### src/logic/supply_monitor_pkg.sv
/*
  Constants, register map and carrier types of the supply monitor.
  Assumes one clock (hclk) and an AHB-Lite master with word accesses.
*/
// Operation
// - Channel 0 holds the processor in reset while the supply is low and frees it a delay after recovery.
// - The channel 0 level comes from a two-bit option field caught once at start-up.
// - Channels 1 and 2 show live whether the supply is above their threshold.
// - Channels 1 and 2 set a crossing flag on a rise or fall through their threshold.
// - Channel 1, when enabled, resets while low and frees after a delay from a rise or from the fall.
// - Channel 2 has the same reset behaviour as channel 1 against its own threshold.
// - A per-channel select sends the channel 1 or 2 interrupt as non-maskable or maskable.
// - The channel 1 or 2 interrupt is raised on fall, rise or both, as set.
// - Channels 1 and 2 have a switchable filter sampling every two divided oscillator cycles.
// - Channels 1 and 2 emit an event pulse on each threshold crossing.
package supply_monitor_pkg;
  localparam int ADDR_W = 8;
  localparam logic [ADDR_W-1:0] ADDR_CFG1 = 8'h00;
  localparam logic [ADDR_W-1:0] ADDR_CFG2 = 8'h04;
  localparam logic [ADDR_W-1:0] ADDR_STATUS = 8'h08;
  localparam logic [ADDR_W-1:0] ADDR_IRQ_STAT = 8'h0c;
  localparam logic [ADDR_W-1:0] ADDR_IRQ_MASK = 8'h10;
  // Status word layout
  localparam int ST_ABOVE_LSB = 0;
  localparam int ST_CROSS_LSB = 2;
  localparam int ST_RESET_BIT = 4;
  localparam int ST_LVL0_LSB = 8;
  // Interrupt bits: 0 channel 0 reset, 1 and 2 channel requests
  localparam int IRQ_N = 3;
  localparam logic [IRQ_N-1:0] IRQ_MASK_RESET = 3'h0;
  localparam int CFG_W = 12;
  localparam logic [CFG_W-1:0] CFG_RESET = 12'h000;
  localparam int CNT_W = 16;
  // Release delay in oscillator cycles
  localparam logic [CNT_W-1:0] RELEASE_TICKS = 16'h0010;
  // Filter period of two divided cycles at the smallest divider of 2
  localparam int FILT_W = 6;
  localparam logic [FILT_W-1:0] FILT_BASE_TICKS = 6'h04;
  localparam int EDGE_FALL_BIT = 0;
  localparam int EDGE_RISE_BIT = 1;

  typedef struct packed {
    logic [3:0] level_select;
    logic [1:0] filter_div;
    logic filter_en;
    logic [1:0] edge_select;
    logic nmi_select;
    logic release_on_fall;
    logic reset_en;
  } ch_cfg_type;

  typedef struct packed {
    logic write;
    logic [ADDR_W-1:0] addr;
  } ahb_req_type;

  typedef enum logic [1:0] {
    REL_IDLE,
    REL_HOLD,
    REL_DELAY
  } release_state_type;
endpackage

### src/logic/supply_channel_filter.sv
/*
  Digital noise filter and edge finder for one monitor channel.
  Assumes raw_sync and tick are already in the hclk domain.
*/
`timescale 1ns/1ps
module supply_channel_filter
  import supply_monitor_pkg::*;
(
  input wire logic hclk,
  input wire logic hresetn,
  input wire logic tick,
  input wire logic raw_sync,
  input wire logic filter_en,
  input wire logic [1:0] filter_div,
  output logic level,
  output logic rise,
  output logic fall
);
  logic [FILT_W-1:0] cnt_q;
  logic [FILT_W-1:0] period;
  logic samp_q;
  logic level_q;
  logic level_d;
  logic sample_en;
  logic rise_q;
  logic fall_q;

  assign period = FILT_BASE_TICKS << filter_div;
  assign sample_en = filter_en && tick && (cnt_q == period - 6'h01);

  // Two agreeing samples needed, so one glitch never passes
  always_comb begin
    level_d = level_q;
    if (!filter_en) begin
      level_d = raw_sync;
    end else if (sample_en && samp_q == raw_sync) begin
      level_d = raw_sync;
    end
  end

  always_ff @(posedge hclk or negedge hresetn) begin
    if (!hresetn) begin
      cnt_q <= 6'h00;
      samp_q <= 1'b1;
    end else if (!filter_en) begin
      cnt_q <= 6'h00;
      samp_q <= raw_sync;
    end else if (tick) begin
      cnt_q <= sample_en ? 6'h00 : cnt_q + 6'h01;
      if (sample_en) begin
        samp_q <= raw_sync;
      end
    end
  end

  always_ff @(posedge hclk or negedge hresetn) begin
    if (!hresetn) begin
      level_q <= 1'b1;
      rise_q <= 1'b0;
      fall_q <= 1'b0;
    end else begin
      level_q <= level_d;
      rise_q <= level_d && !level_q;
      fall_q <= !level_d && level_q;
    end
  end

  assign level = level_q;
  assign rise = rise_q;
  assign fall = fall_q;
endmodule

### src/logic/supply_monitor_top.sv
/*
  Supply monitor control: three reset channels, flags, interrupts and
  events, with an AHB-Lite register slave. Assumes comparator outputs
  and the oscillator pin are asynchronous and a single-master bus.
*/
`timescale 1ns/1ps
module supply_monitor_top
  import supply_monitor_pkg::*;
(
  input wire logic hclk,
  input wire logic hresetn,
  input wire logic hsel,
  input wire logic [31:0] haddr,
  input wire logic [1:0] htrans,
  input wire logic hwrite,
  input wire logic [2:0] hsize,
  input wire logic [31:0] hwdata,
  input wire logic hready,
  output logic hreadyout,
  output logic [31:0] hrdata,
  output logic hresp,
  input wire logic low_speed_osc_clock,
  input wire logic [2:0] comp_above,
  input wire logic [1:0] ch0_level_option,
  output logic cpu_reset_n,
  output logic [1:0] ch0_level_select,
  output logic [3:0] ch1_level_select,
  output logic [3:0] ch2_level_select,
  output logic nmi_pulse,
  output logic irq,
  output logic event_ch1,
  output logic event_ch2
);

  // Synchronisers: first stage read only by the second
  logic [2:0] comp_s1_q;
  logic [2:0] comp_s2_q;
  logic osc_s1_q;
  logic osc_s2_q;
  logic osc_s3_q;
  logic tick;

  always_ff @(posedge hclk or negedge hresetn) begin
    if (!hresetn) begin
      comp_s1_q <= 3'h7;
      comp_s2_q <= 3'h7;
      osc_s1_q <= 1'b0;
      osc_s2_q <= 1'b0;
      osc_s3_q <= 1'b0;
    end else begin
      comp_s1_q <= comp_above;
      comp_s2_q <= comp_s1_q;
      osc_s1_q <= low_speed_osc_clock;
      osc_s2_q <= osc_s1_q;
      osc_s3_q <= osc_s2_q;
    end
  end

  // One pulse per oscillator cycle
  assign tick = osc_s2_q && !osc_s3_q;

  // Option field caught once, one cycle after release
  logic strap_done_q;
  logic [1:0] lvl0_q;

  always_ff @(posedge hclk or negedge hresetn) begin
    if (!hresetn) begin
      strap_done_q <= 1'b0;
      lvl0_q <= 2'h0;
    end else if (!strap_done_q) begin
      strap_done_q <= 1'b1;
      lvl0_q <= ch0_level_option;
    end
  end

  // Register state
  ch_cfg_type cfg_q [1:2];
  logic [1:0] cross_q;
  logic [IRQ_N-1:0] irq_stat_q;
  logic [IRQ_N-1:0] irq_mask_q;
  logic [IRQ_N-1:0] irq_set;

  // Per-channel level and edges, filtered on channels 1 and 2
  logic [2:0] above;
  logic [2:0] rise;
  logic [2:0] fall;
  logic [2:0] req;
  logic [1:0] event_q;

  assign above[0] = comp_s2_q[0];
  assign rise[0] = 1'b0;
  assign fall[0] = 1'b0;
  assign req[0] = 1'b0;

  genvar i;
  generate
    for (i = 1; i <= 2; i++) begin : g_ch
      supply_channel_filter u_filt (
        .hclk(hclk),
        .hresetn(hresetn),
        .tick(tick),
        .raw_sync(comp_s2_q[i]),
        .filter_en(cfg_q[i].filter_en),
        .filter_div(cfg_q[i].filter_div),
        .level(above[i]),
        .rise(rise[i]),
        .fall(fall[i])
      );

      // Edge choice per channel
      assign req[i] = (rise[i] && cfg_q[i].edge_select[EDGE_RISE_BIT])
        || (fall[i] && cfg_q[i].edge_select[EDGE_FALL_BIT]);

      always_ff @(posedge hclk or negedge hresetn) begin
        if (!hresetn) begin
          event_q[i-1] <= 1'b0;
        end else begin
          event_q[i-1] <= rise[i] || fall[i];
        end
      end

    end
  endgenerate

  // Reset release per channel; channel 0 always enabled
  release_state_type rel_q [0:2];
  logic [CNT_W-1:0] rel_cnt_q [0:2];
  logic [2:0] rel_en;
  logic [2:0] rel_on_fall;
  logic [2:0] held;
  logic ch0_entry;

  assign rel_en = {cfg_q[2].reset_en, cfg_q[1].reset_en, 1'b1};
  assign rel_on_fall = {cfg_q[2].release_on_fall,
    cfg_q[1].release_on_fall, 1'b0};

  generate
    for (i = 0; i <= 2; i++) begin : g_rel
      assign held[i] = rel_q[i] != REL_IDLE;

      always_ff @(posedge hclk or negedge hresetn) begin
        if (!hresetn) begin
          rel_q[i] <= (i == 0) ? REL_HOLD : REL_IDLE;
          rel_cnt_q[i] <= 16'h0000;
        end else begin
          case (rel_q[i])
            REL_IDLE: begin
              rel_cnt_q[i] <= 16'h0000;
              if (rel_en[i] && rel_on_fall[i] && fall[i]) begin
                rel_q[i] <= REL_DELAY;
              end else if (rel_en[i] && !rel_on_fall[i] && !above[i]) begin
                rel_q[i] <= REL_HOLD;
              end
            end
            REL_HOLD: begin
              rel_cnt_q[i] <= 16'h0000;
              if (!rel_en[i]) begin
                rel_q[i] <= REL_IDLE;
              end else if (above[i] || rel_on_fall[i]) begin
                rel_q[i] <= REL_DELAY;
              end
            end
            REL_DELAY: begin
              if (!rel_en[i]) begin
                rel_q[i] <= REL_IDLE;
              end else if (!rel_on_fall[i] && !above[i]) begin
                rel_q[i] <= REL_HOLD;
              end else if (tick) begin
                // Delay counted in oscillator cycles
                if (rel_cnt_q[i] == RELEASE_TICKS - 16'h0001) begin
                  rel_q[i] <= REL_IDLE;
                end else begin
                  rel_cnt_q[i] <= rel_cnt_q[i] + 16'h0001;
                end
              end
            end
            default: begin
              rel_q[i] <= REL_IDLE;
            end
          endcase
        end
      end
    end
  endgenerate

  assign ch0_entry = rel_q[0] == REL_IDLE && !above[0];

  // Outputs and interrupt line
  logic cpu_reset_n_q;
  logic nmi_q;
  logic irq_q;
  logic [1:0] nmi_sel;

  assign nmi_sel = {cfg_q[2].nmi_select, cfg_q[1].nmi_select};

  always_ff @(posedge hclk or negedge hresetn) begin
    if (!hresetn) begin
      cpu_reset_n_q <= 1'b0;
      nmi_q <= 1'b0;
      irq_q <= 1'b0;
    end else begin
      cpu_reset_n_q <= !(|held);
      nmi_q <= |(req[2:1] & nmi_sel);
      // Non-maskable sources stay off the ordinary line
      irq_q <= |(irq_stat_q & irq_mask_q & {~nmi_sel, 1'b1});
    end
  end

  // Bus slave: zero wait states, always OKAY
  ahb_req_type req_q;
  logic wr_pend_q;
  logic [31:0] hrdata_q;
  logic addr_ok;
  logic rd_take;
  logic rd_stat;
  logic [31:0] rd_mux;
  logic [31:0] status_word;

  assign addr_ok = hsel && hready && htrans[1];
  assign rd_take = addr_ok && !hwrite;
  assign rd_stat = rd_take && haddr[ADDR_W-1:0] == ADDR_IRQ_STAT;

  always_comb begin
    status_word = 32'h0000_0000;
    status_word[ST_ABOVE_LSB +: 2] = above[2:1];
    status_word[ST_CROSS_LSB +: 2] = cross_q;
    status_word[ST_RESET_BIT] = !cpu_reset_n_q;
    status_word[ST_LVL0_LSB +: 2] = lvl0_q;
  end

  always_comb begin
    rd_mux = 32'h0000_0000;
    if (haddr[ADDR_W-1:0] == ADDR_CFG1) begin
      rd_mux[CFG_W-1:0] = cfg_q[1];
    end else if (haddr[ADDR_W-1:0] == ADDR_CFG2) begin
      rd_mux[CFG_W-1:0] = cfg_q[2];
    end else if (haddr[ADDR_W-1:0] == ADDR_STATUS) begin
      rd_mux = status_word;
    end else if (haddr[ADDR_W-1:0] == ADDR_IRQ_STAT) begin
      rd_mux[IRQ_N-1:0] = irq_stat_q;
    end else if (haddr[ADDR_W-1:0] == ADDR_IRQ_MASK) begin
      rd_mux[IRQ_N-1:0] = irq_mask_q;
    end
  end

  always_ff @(posedge hclk or negedge hresetn) begin
    if (!hresetn) begin
      req_q <= '0;
      wr_pend_q <= 1'b0;
      hrdata_q <= 32'h0000_0000;
    end else begin
      wr_pend_q <= addr_ok && hwrite;
      if (addr_ok) begin
        req_q <= '{write: hwrite, addr: haddr[ADDR_W-1:0]};
      end
      if (rd_take) begin
        hrdata_q <= rd_mux;
      end
    end
  end

  // Writes land at the end of the data phase
  always_ff @(posedge hclk or negedge hresetn) begin
    if (!hresetn) begin
      cfg_q[1] <= CFG_RESET;
      cfg_q[2] <= CFG_RESET;
      irq_mask_q <= IRQ_MASK_RESET;
    end else if (wr_pend_q) begin
      if (req_q.addr == ADDR_CFG1) begin
        cfg_q[1] <= hwdata[CFG_W-1:0];
      end else if (req_q.addr == ADDR_CFG2) begin
        cfg_q[2] <= hwdata[CFG_W-1:0];
      end else if (req_q.addr == ADDR_IRQ_MASK) begin
        irq_mask_q <= hwdata[IRQ_N-1:0];
      end
    end
  end

  // Sticky flags: a new event beats a clear in the same cycle
  logic [1:0] cross_clr;
  assign cross_clr = (wr_pend_q && req_q.addr == ADDR_STATUS) ?
    hwdata[ST_CROSS_LSB +: 2] : 2'h0;
  assign irq_set = {req[2:1], ch0_entry};

  always_ff @(posedge hclk or negedge hresetn) begin
    if (!hresetn) begin
      cross_q <= 2'h0;
      irq_stat_q <= 3'h0;
    end else begin
      cross_q <= (cross_q & ~cross_clr) | (rise[2:1] | fall[2:1]);
      irq_stat_q <= (rd_stat ? 3'h0 : irq_stat_q) | irq_set;
    end
  end

  assign hreadyout = 1'b1;
  assign hresp = 1'b0;
  assign hrdata = hrdata_q;
  assign cpu_reset_n = cpu_reset_n_q;
  assign ch0_level_select = lvl0_q;
  assign ch1_level_select = cfg_q[1].level_select;
  assign ch2_level_select = cfg_q[2].level_select;
  assign nmi_pulse = nmi_q;
  assign irq = irq_q;
  assign event_ch1 = event_q[0];
  assign event_ch2 = event_q[1];
endmodule

### config.mk
export PLATFORM = sky130hd
export DESIGN_NAME = supply_monitor_top
export DESIGN_NICKNAME = d
export VERILOG_FILES = /design/src/logic/supply_monitor_pkg.sv /design/src/logic/supply_channel_filter.sv /design/src/logic/supply_monitor_top.sv
export SDC_FILE = /design/constraint.sdc
export NUM_CORES = 1
export LEC_CHECK = 0
export BUFFER_PORTS_ARGS = -buffer_cell sky130_fd_sc_hd__buf_4
export CAP_MARGIN = 20
export CORE_ASPECT_RATIO = 2
export CORE_MARGIN = 5
export CORE_UTILIZATION = 30
export DETAILED_ROUTE_END_ITERATION = 8
export PLACE_DENSITY = 0.58
export RECOVER_POWER = 25
export SETUP_SLACK_MARGIN = 0.05
export SLEW_MARGIN = 20
export SYNTH_ARGS = -nofsm -noshare
export SYNTH_HDL_FRONTEND = slang
export SYNTH_SLANG_ARGS = --single-unit
### constraint.sdc
create_clock -name hclk -period 1.8 [get_ports hclk]
set_input_delay 0.18 -clock hclk [delete_from_list [all_inputs] [get_ports hclk]]
set_output_delay 0.18 -clock hclk [all_outputs]
set_load 0.02 [all_outputs]
# Yosys cells after proc, flatten, opt, wreduce, memory -nomap -nowiden
# Cells that the tools add are included.
[totals]
regBits = 164
mem_count = 0
mem_bits_ro = 0
ram_bits = 0
input_bits = 80
latch_bits = 0
[classes]
div = 0
bitwise = 11
n_lt_le_gt_ge = 0
n_reduce_logical = 77
n_shift = 2
eq_ne = 47
mux = 64
n_addsub = 7
n_mul = 0
[ops]
columns = ["op", "count"]
rows = [
  ["$mux 16", 11],
  ["$pmux 16 s2", 3],
  ["$add 16x1->16 const B", 3],
  ["$eq 16x4->1 const B", 3],
  ["$mux 2", 22],
  ["$mux 20", 2],
  ["$mux 6", 6],
  ["$logic_and 1x1->1", 32],
  ["$eq 8x4->1 const B", 3],
  ["$mux 12", 2],
  ["$ne 2x2->1 const B", 10],
  ["$reduce_and 4->1", 5],
  ["$pmux 2 s3", 3],
  ["$eq 8x3->1 const B", 2],
  ["$eq 8x5->1 const B", 2],
  ["$logic_not 8->1", 2],
  ["$ne 3x3->1 const B", 5],
  ["$ne 2x1->1 const B", 7],
  ["$add 6x1->6 const B", 2],
  ["$eq 6x6->1", 2],
  ["$mux 3", 4],
  ["$reduce_bool 2->1", 6],
  ["$shl 3x2->6 const A", 2],
  ["$sub 6x1->6 const B", 2],
  ["other kinds (22)", 67],
]

# Longest topological paths before layout
# Gate-level depths: netlist of the first run.
[depth]
depth_word = 9
depth_mapped = 7
mapped_depth_nobuf = 6

# By module
# A second synthesis of the first run with hierarchy kept.
[unflattened]
hier_cells = 690
hier_area_um2 = 7340.8
[by_module_without_submodules]
columns = ["module", "cells_each", "seq_area_each_um2", "area_each_um2", "n_inst"]
rows = [
  ["supply_monitor_top", 570, 3111.7, 6114.6, 1],
  ["supply_channel_filter", 60, 252.7, 613.1, 2],
]

# Least setup slack after synthesis of the first run
# OpenSTA, ideal clock, no wires.
[synth_timing]
path_type = "register to register"
start = "register req_q[5] (netlist bit)"
end = "register cfg_q[15] (netlist bit)"
path_stages_with_launch = 5
arrival_ns = 1.790
path_buffers = 1
setup_ns = 0.125
slack_ns = -0.115
required_ns = 1.675
period_less_slack_ns = 1.915
cell_sequence = "dfrtp_1 -> or4b_4 -> nor4_4 -> buf_6 -> mux2_2"
[synth_between]
elab_chain_cells = 2
[synth_rtl]
columns = ["element", "line", "text"]
rows = [
  ["from (decl)", "supply_monitor_top.sv:210", "ahb_req_type req_q;"],
  ["from (signal assigned)", "supply_monitor_top.sv:254", "req_q <= '{write: hwrite, addr: haddr[ADDR_W-1:0]};"],
  ["$logic_not 8->1", "supply_monitor_top.sv:269", "if (req_q.addr == ADDR_CFG1) begin"],
  ["$reduce_and 2->1 (no source line)", "--", ""],
  ["to (decl)", "supply_monitor_top.sv:77", "ch_cfg_type cfg_q [1:2];"],
]
# No other way between the ends.
# A chain may end at the register's enable or synchronous reset.

# Worst setup path in the final report of the first run
[layout_timing]
start = "register req_q[5] (netlist bit)"
end = "register irq_mask_q[1]"
[layout_between]
elab_chain_cells = 3
[layout_rtl]
columns = ["element", "line", "text"]
rows = [
  ["$eq 8x3->1 or $logic_not 8->1 (tied branches)", "supply_monitor_top.sv:271, supply_monitor_top.sv:269", ""],
  ["$not 1->1 (no source line)", "--", ""],
  ["$reduce_and 4->1 (no source line) (*)", "--", ""],
  ["to (signal assigned)", "supply_monitor_top.sv:274", "irq_mask_q <= hwdata[IRQ_N-1:0];"],
  ["to (decl)", "supply_monitor_top.sv:80", "logic [IRQ_N-1:0] irq_mask_q;"],
]
# Mark *: on every way between the ends. The rest lies on a longest branch, timed or not.

==> results.cfg, run 1 <==
[drt]
dr_total_vias = 5366
drc = 0
drtIter0Drc = 217
routed_via_density = 4.89
wl_per_cell_microns = 16.0
postRouteAntennaNets = 0
dr.pass1.iters = 4
totalWireLength_mm = 17.5

[grt]
antenna_found_initial = 0
grt_pass1_wl_mm = 28.2
gr-usage-all-layers = 0.132
gr-total-overflow = 0
grt_start_max_net_pins = 47
grt_pass1_vias = 5720

[worst_setup_path]
critPathLaunchType = flip-flop
crit_required_ps = 2120
critPathMaxStageDelay_ps = 570
rrSetupSlack_ps = -110
cp.arrival_ps = 2220
crit_fanout = 4
crit_path_end_kind = flip-flop
cp_cell_sequence = or4b_4 > or4_4 > mux2_4
critical_path.top_delay_family = simple AND/OR/NAND/NOR gates
slowest_stage = or4b_4
path_buf_inv = 0
worst-setup-path-type = reg2reg

[final_layout]
n_antenna_cell = 0
final_util = 0.409
instances_no_fill = 1097
area_growth_pct = 35.8
multi_input_comb_area_sq_mm = 0.00340
drive_gt1_frac = 0.326
fill_cells = 2253
nets = 886
seq_area_sq_mm = 0.00362

[clocking]
clock_path_buffers = 2
cts_tree = yes
clk_pin_slew_ps = 60
clk_latency_ps = 430
root_buffer = clkbuf_16
htree_levels = 4
cts.sinks = 144
cts_buffers = 17

[synthesis]
syn_avg_cell_area_sq_um = 10.8
synth_seq_area_share = 0.519
synth_top_area_frac = 0.477
synth_top_area_cell = dfrtp_1
synthArstFlopShare = 1.00
synth_top_family_by_area = simple AND/OR/NAND/NOR gates
synth_cell_types = 61
synth_xor_area_frac = 0.0578
synth_edf_count = 0
ys_seq_elements = 144
synth_mux_area_frac = 0.0711
synthTopCellsByArea = dfrtp_1, mux2_2, xnor2_1
synth.most_common_cell = dfrtp_1
synth_fa_ha_area_frac = 0.00897
yosys_warnings = 0
synth_simple_gate_area_frac = 0.208
ys.flop_type = dfrtp_1
yosys-top-cells-count = dfrtp_1, and2_1, nand2_1
syn_inst = 647
synth_compound_area_frac = 0.0815
synth_area_sq_mm = 0.00697

[run_status]
status = finished with violations
violations = negative setup slack

[timing]
timing.fmax_ghz = 0.525
final-setup-viol-count = 13
final.setup.worst_slack_ps = -106
post-route-min-period_ps = 1910
post-route-period-util = 1.06
fin_worst_skew_ps = 5.31
final_max_slew_viol_count = 0
max_slew_margin = 0.134
rsz0062_at_grt = yes
worst_pin_slew_ps = 1300
hold_viol = 0
holdWs_ps = 125

[hold_path]
hp-class = in2reg

[floorplanning]
dieArea_sq_mm = 0.0266
pin_count = 129
die_w_microns = 118
coreArea_sq_mm = 0.0231
die_h_microns = 226
placementRows = 79
initial_core_util = 0.301

[power_and_ir_drop]
power_density_mw_per_mm2 = 916
p_leak_nw = 4.31
peakVddDrop_mv = 0.705
p_total_w = 0.00867

[placement]
io_buffers = 58
hpwl_mm = 12.5
post-place-cells = 1024
gp_congestion = 0.810

[flow_run]
cap_violations = 0
[area by class of cell]
cell class              instances  share of cell area
clock inverters                14              0.0251
flip-flops and latches        144               0.382
well taps                     283              0.0374
clock buffers                  18              0.0453
repair buffers                165               0.145
multi-input cells             459               0.359
inverters                      14             0.00555
[placed cells by master, fill, tap and decap left out, drive strengths merged, types with 23 or more instances in the layout]
master         n
dfrtp        133
buf          129
and2          42
nand2         42
nand3         36
nor2          35
mux2          35
xnor2         34
clkbuf        29
dlygate4sd3   25
conb          23
[registers in the layout, indices dropped and copies added (netlist names), 4 cells and up]
signal and count:
ch2_level_select 4, hrdata 12, ch1_level_select 4, req_q 8, cfg_q 16, g_ch.u_filt.cnt_q 12
rel_q 6, rel_cnt_q 48
[worst paths after layout]
check	start	endpoint	depth (start not counted)
worst min register to register	comp_s1_q[2]$_DFF_PN1_	comp_s2_q[2]$_DFF_PN1_	0
worst max register to register	req_q[5]$_DFFE_PN0P_	irq_mask_q[1]$_DFFE_PN0P_	3
worst max-delay path	req_q[5]$_DFFE_PN0P_	irq_mask_q[1]$_DFFE_PN0P_	3
max in group asynchronous	hresetn	rel_cnt_q[43]$_DFFE_PN0P_	3
worst min-delay path	haddr[3]	req_q[3]$_DFFE_PN0P_	2
min in group asynchronous	hresetn	hrdata[9]$_DFFE_PN0P_	2
[where the power goes]
part | switching (W) | total [W] | leakage [nW] | internal, W
logic | 0.000509 | 0.000976 | 2.16 | 0.000467
registers | 0.000226 | 0.00368 | 1.84 | 0.00346
clock network | 0.00141 | 0.00401 | 0.313 | 0.00260
[cells by family after synthesis]
logic type / after synthesis
other: 2
adders and majority gates: 5
AOI/OAI and AO/OA: 85
buffers and inverters: 65
muxes: 44
and+or+nand+nor: 256
DFF: 144
xor gates and xnor gates: 46
[per-layer routing]
metal  vias up  GRT usage  routed length (microns)
li1       2551          -                        -
met1      2667      0.124                     6040
met2       108      0.258                    10200
met3        40     0.0301                      593
met4         0     0.0696                      694
met5         -          0                        0
[metrics by stage]
step | setup slack, ps | area [sq um] | TNS (ps)
2_1_floorplan | -67.3 | 7070 | -308
3_3_place_gp | -86.7 | 8100 | -259
3_5_place_dp | -107 | 8100 | -341
4_1_cts | -115 | 9120 | -342
5_1_grt | -146 | 9470 | -4360
6_report | -106 | 9470 | -715
[timing repair]
item                                    CTS  global route
hold buffers                             25             0
gates cloned                              0             1
resized for setup                        12            73
endpoints found under the hold margin    78             0
pin swaps                                 6            51
endpoints found under the setup margin   43            73
setup buffers                             6            10
(Power assumes the default switching activity.)
==> run 2, diff against run 1 <==
Settings changed: CORE_MARGIN 5 to 2, PLACE_DENSITY 0.58 to 0.53.
==> run 2 against run 1 <==
The run still ends with negative setup slack left. Combinational power shrank 3.2%. Cell count rose by 0.55%. Clock-buffer cell count grew 1. Die area is 7.6% lower. Critical endpoint is now irq_mask_q[2]$_DFFE_PN0P_. Largest cell class unchanged.
==> results.cfg, run 2 (same netlist as run 1, synthesis figures left out) <==
[timing]
final-setup-viol-count = 12
final.setup.worst_slack_ps = -132
holdWs_ps = 38.4
rsz0062_at_grt = yes
post-route-period-util = 1.07
worst_pin_slew_ps = 795
hold_viol = 0
final_max_slew_viol_count = 0
max_slew_margin = 0.470
fin_worst_skew_ps = 6.66
timing.fmax_ghz = 0.518
post-route-min-period_ps = 1930

[final_layout]
largest_reg_flops = 48
top_regs = rel_cnt_q: 48 flops, cfg_q: 16 flops
most-common-layout-cells = dfrtp_1, buf_4, and2_1, nand2_1, nor2_1
nets = 892
drive_gt1_frac = 0.329
instances_no_fill = 1103
n_antenna_cell = 0
regMostFlops = rel_cnt_q
fill_cells = 2267
area_growth_pct = 33.9
final_common_cell = dfrtp_1

[power_and_ir_drop]
pwr-share-comb = 0.117
pwr-share-seq = 0.454
power_density_mw_per_mm2 = 866
p_leak_nw = 4.21
pwr-share-clk = 0.429
p_sw_w = 0.00210
internal_power_w = 0.00599
p_sw_frac = 0.260
peakVddDrop_mv = 0.780

[grt]
gr-usage-all-layers = 0.137
grt_start_max_net_pins = 44
grt_pass1_vias = 5399
gr-total-overflow = 0
grt_pass1_wl_mm = 26.9
antenna_found_initial = 0

[placement]
gp_congestion = 0.809
io_buffers = 58
post-place-cells = 1037
hpwl_mm = 11.6
dp_slack_ps = -119

[drt]
drtIter0Drc = 142
dr_total_vias = 5324
postRouteAntennaNets = 0
routed_via_density = 4.83
wl_per_cell_microns = 14.7
totalWireLength_mm = 16.2
dr.pass1.iters = 4
drc = 0

[floorplanning]
die_w_microns = 112
dieArea_sq_mm = 0.0246
pin_count = 129
coreArea_sq_mm = 0.0230
placementRows = 79
die_h_microns = 220
initial_core_util = 0.303

[worst_setup_path]
slowest_stage = or4b_4
critPathMaxStageDelay_ps = 580
cp_cell_sequence = or4b_4 > or4_4 > mux2_4
cp.arrival_ps = 2240
crit_path_end_kind = flip-flop
critPathLaunchType = flip-flop
crit_fanout = 4
rrSetupSlack_ps = -130
worst-setup-path-type = reg2reg
crit_required_ps = 2100

[clocking]
cts.sinks = 144
clk_latency_ps = 420
clk_pin_slew_ps = 60
clock_path_buffers = 2
cts_tree = yes
cts_buffers = 17
root_buffer = clkbuf_16
htree_levels = 4

[flow_run]
cap_violations = 0

[run_status]
status = finished with violations
violations = negative setup slack

[hold_path]
hp-class = in2reg
[run 2: cell type report]
class	count	area [sq um]	area share
clock buffers	19	443	0.0474
clock inverters	13	139	0.0149
inverters	14	52.6	0.00563
multi-input cells	459	3330	0.357
flip-flops and latches	144	3620	0.388
well taps	283	354	0.0379
repair buffers	171	1400	0.150
[run 2: path summary, 6_finish.rpt]
kind                                 startpoint                               to  cells past startpoint
min reg2reg                  osc_s1_q$_DFF_PN0_               osc_s2_q$_DFF_PN0_                      0
max reg2reg                req_q[5]$_DFFE_PN0P_        irq_mask_q[2]$_DFFE_PN0P_                      3
min in group asynchronous               hresetn  ch2_level_select[1]$_DFFE_PN0P_                      2
min                                   hwdata[2]             cfg_q[2]$_DFFE_PN0P_                      2
max                        req_q[5]$_DFFE_PN0P_        irq_mask_q[2]$_DFFE_PN0P_                      3
max in group asynchronous               hresetn               osc_s3_q$_DFF_PN0_                      3
[run 2: critical path, delay by kind of cell (launching register included)]
family / cells / cell delay, ps
multiplexers: 1 / 310
AND/OR/NAND/NOR: 2 / 1120
flip-flops: 1 / 380
[run 2: per-stage QoR]
step / power [W] / utilization / setup TNS (ps) / area (sq um)
after floorplan: 0.00422 / - / -308 / 7070
after global placement: 0.00460 / 0.355 / -361 / 8170
after detailed placement: 0.00462 / 0.355 / -559 / 8170
after CTS: 0.00818 / 0.393 / -1200 / 9060
after global routing: 0.00843 / 0.405 / -2270 / 9340
final: 0.00809 / 0.405 / -1190 / 9340
[run 2: per-layer routing]
metal	vias to the layer above	track usage	share of wire
li1	2571	-	-
met1	2642	0.174	0.45
met2	91	0.228	0.51
met3	20	0.0303	0.029
met4	0	0.0502	0.016
met5	-	0	0
[run 2: power groups by stage]
stage | clock [W] | sequential, W | combinational [W]
3_5_place_dp | 0 | 0.00373 | 0.000889
3_3_place_gp | 0 | 0.00372 | 0.000877
4_1_cts | 0.00357 | 0.00367 | 0.000939
6_report | 0.00347 | 0.00367 | 0.000945
5_1_grt | 0.00369 | 0.00370 | 0.00104
2_1_floorplan | 0 | 0.00369 | 0.000532
[run 2: repair_timing]
action / 4_1_cts / 5_1_grt
pin swaps: 5 / 20
setup buffers: 5 / 7
hold endpoints to repair: 140 / 1
resized for setup: 17 / 58
hold buffers: 21 / 1
setup endpoints to repair: 41 / 76
==> run 3, diff against run 2 <==
Settings changed: BUFFER_PORTS_ARGS -buffer_cell sky130_fd_sc_hd__buf_4 to -buffer_cell sky130_fd_sc_hd__buf_2.
==> run 3 against run 2 <==
The flow still finishes with violations (negative setup slack). Sequential share of layout area is 1.4 points higher. Worst setup slack worse by 3.2 ps. Routed wire length is 2.2% lower. First-iteration DRC count is 57% higher. Total power is 7.7% higher. Utilization is 1.4 points lower. Critical path depth stayed put. Largest cell class unchanged. Largest power group is now the clock network. Highest routed layer unchanged.
==> results.cfg, run 3 (same netlist as run 1, synthesis figures left out) <==
[final_layout]
fill_cells = 2237
top_regs = rel_cnt_q: 48 flops, cfg_q: 16 flops
n_antenna_cell = 0
largest_reg_flops = 48
most-common-layout-cells = dfrtp_1, buf_2, buf_4, and2_1
nets = 859
drive_gt1_frac = 0.301
final_common_cell = dfrtp_1
final_cell_area_sq_mm = 0.00901
area_growth_pct = 29.2
regMostFlops = rel_cnt_q

[drt]
routed_via_density = 4.84
dr_total_vias = 5184
drc = 0
totalWireLength_mm = 15.8
dr.pass1.iters = 5
postRouteAntennaNets = 0
drtIter0Drc = 223
wl_per_cell_microns = 14.8

[flow_run]
cap_violations = 0

[worst_setup_path]
timing.rr.start = req_q[5]$_DFFE_PN0P_
crit_start = req_q[5]$_DFFE_PN0P_
worst-setup-path-type = reg2reg
cp.arrival_ps = 2240
crit_fanout = 4
crit_path_end_kind = flip-flop
crit_required_ps = 2110
critPathLaunchType = flip-flop

[timing]
hold_viol = 0
post-route-period-util = 1.08
worst_pin_slew_ps = 757
final_max_slew_viol_count = 0
max_slew_margin = 0.496
rsz0062_at_grt = yes
final-setup-viol-count = 12
post-route-min-period_ps = 1940
fin_worst_skew_ps = 8.55
timing.fmax_ghz = 0.517
final.setup.worst_slack_ps = -135

[floorplanning]
placementRows = 79
dieArea_sq_mm = 0.0246
die_h_microns = 220
coreArea_sq_mm = 0.0230
die_w_microns = 112
initial_core_util = 0.303
pin_count = 129

[power_and_ir_drop]
peakVddDrop_mv = 0.610
p_total_w = 0.00871
p_leak_nw = 4.03
power_density_mw_per_mm2 = 966

[placement]
hpwl_mm = 11.2
gp_congestion = 0.811
place_area_sq_mm = 0.00784
io_buffers = 58

[grt]
gr-usage-all-layers = 0.136
grt_pass1_wl_mm = 26.9
top_usage_layer = met2
grt_pass1_vias = 5362
antenna_found_initial = 0
grtUsageMet1 = 0.176
grt_start_max_net_pins = 49
gr-total-overflow = 0
grt_use_met3 = 0.0305
use_met2 = 0.217

[clocking]
clk_latency_ps = 420
htree_levels = 4
clock_path_buffers = 2
cts_tree = yes
cts_buffers = 17
cts.sinks = 144
root_buffer = clkbuf_16
clk_pin_slew_ps = 60

[run_status]
status = finished with violations
violations = negative setup slack

[hold_path]
hp-class = in2reg
min_from = haddr[6]
-- run 3: cell count changes in the layout (fill, tap and decap cells not counted), sizes merged --
cell / change
bufinv: +5
buf: -25
clkbuf: -5
clkinv: -7
clkinvlp: +2
dlygate4sd3: -3
-- run 3: worst paths after layout --
path	end	slack (ps)	depth (start not counted)
setup / recovery	irq_mask_q[2]$_DFFE_PN0P_	-140	3
hold / removal	req_q[6]$_DFFE_PN0P_	30	2
setup reg to reg	irq_mask_q[2]$_DFFE_PN0P_	-140	3
hold reg to reg	comp_s2_q[1]$_DFF_PN1_	360	0
max in group asynchronous	rel_cnt_q[46]$_DFFE_PN0P_	230	3
min in group asynchronous	irq_mask_q[1]$_DFFE_PN0P_	360	2
-- run 3: worst max-delay path: stages (launching register included) --
cell and delay (ps):
dfrtp_1 380, or4b_4 580, or4_4 540, mux2_4 310
-- run 3: power by group --
group	switching (W)	internal, W
Sequential	0.000212	0.00346
Combinational	0.000487	0.000392
Clock	0.00138	0.00278
-- run 3: per-layer routing --
| layer | vias to the layer above | wire length, microns |
|---|---|---|
| met5 | - | 0 |
| met4 | 0 | 401 |
| met3 | 31 | 544 |
| met2 | 92 | 7700 |
| met1 | 2563 | 7160 |
| li1 | 2498 | - |
-- run 3: per-stage QoR --
step	util	cells	worst slack, ps	hold slack [ps]	TNS (ps)
2_1_floorplan	-	668	-67.3	-116	-308
3_3_place_gp	0.341	1012	-104	80.1	-312
3_5_place_dp	0.341	1012	-124	82.6	-592
4_1_cts	0.384	1066	-125	19.1	-1230
5_1_grt	0.391	1070	-159	25.8	-5770
6_report	0.391	1070	-135	32.9	-535
-- run 3: cell type report --
type	count	area, sq um	share of cell area
flip-flops and latches	144	3620	0.401
multi-input cells	459	3310	0.367
repair buffers	138	980	0.109
clock buffers	19	443	0.0492
well taps	283	354	0.0393
clock inverters	13	258	0.0286
inverters	14	52.6	0.00583
-- run 3: timing repair --
action / CTS / global route
gates resized for setup: 21 / 50
buffers inserted: 3 / 5
endpoints found under the setup margin: 30 / 77
pin swaps: 2 / 18
hold buffers: 19 / 0
hold endpoints to repair: 137 / 0
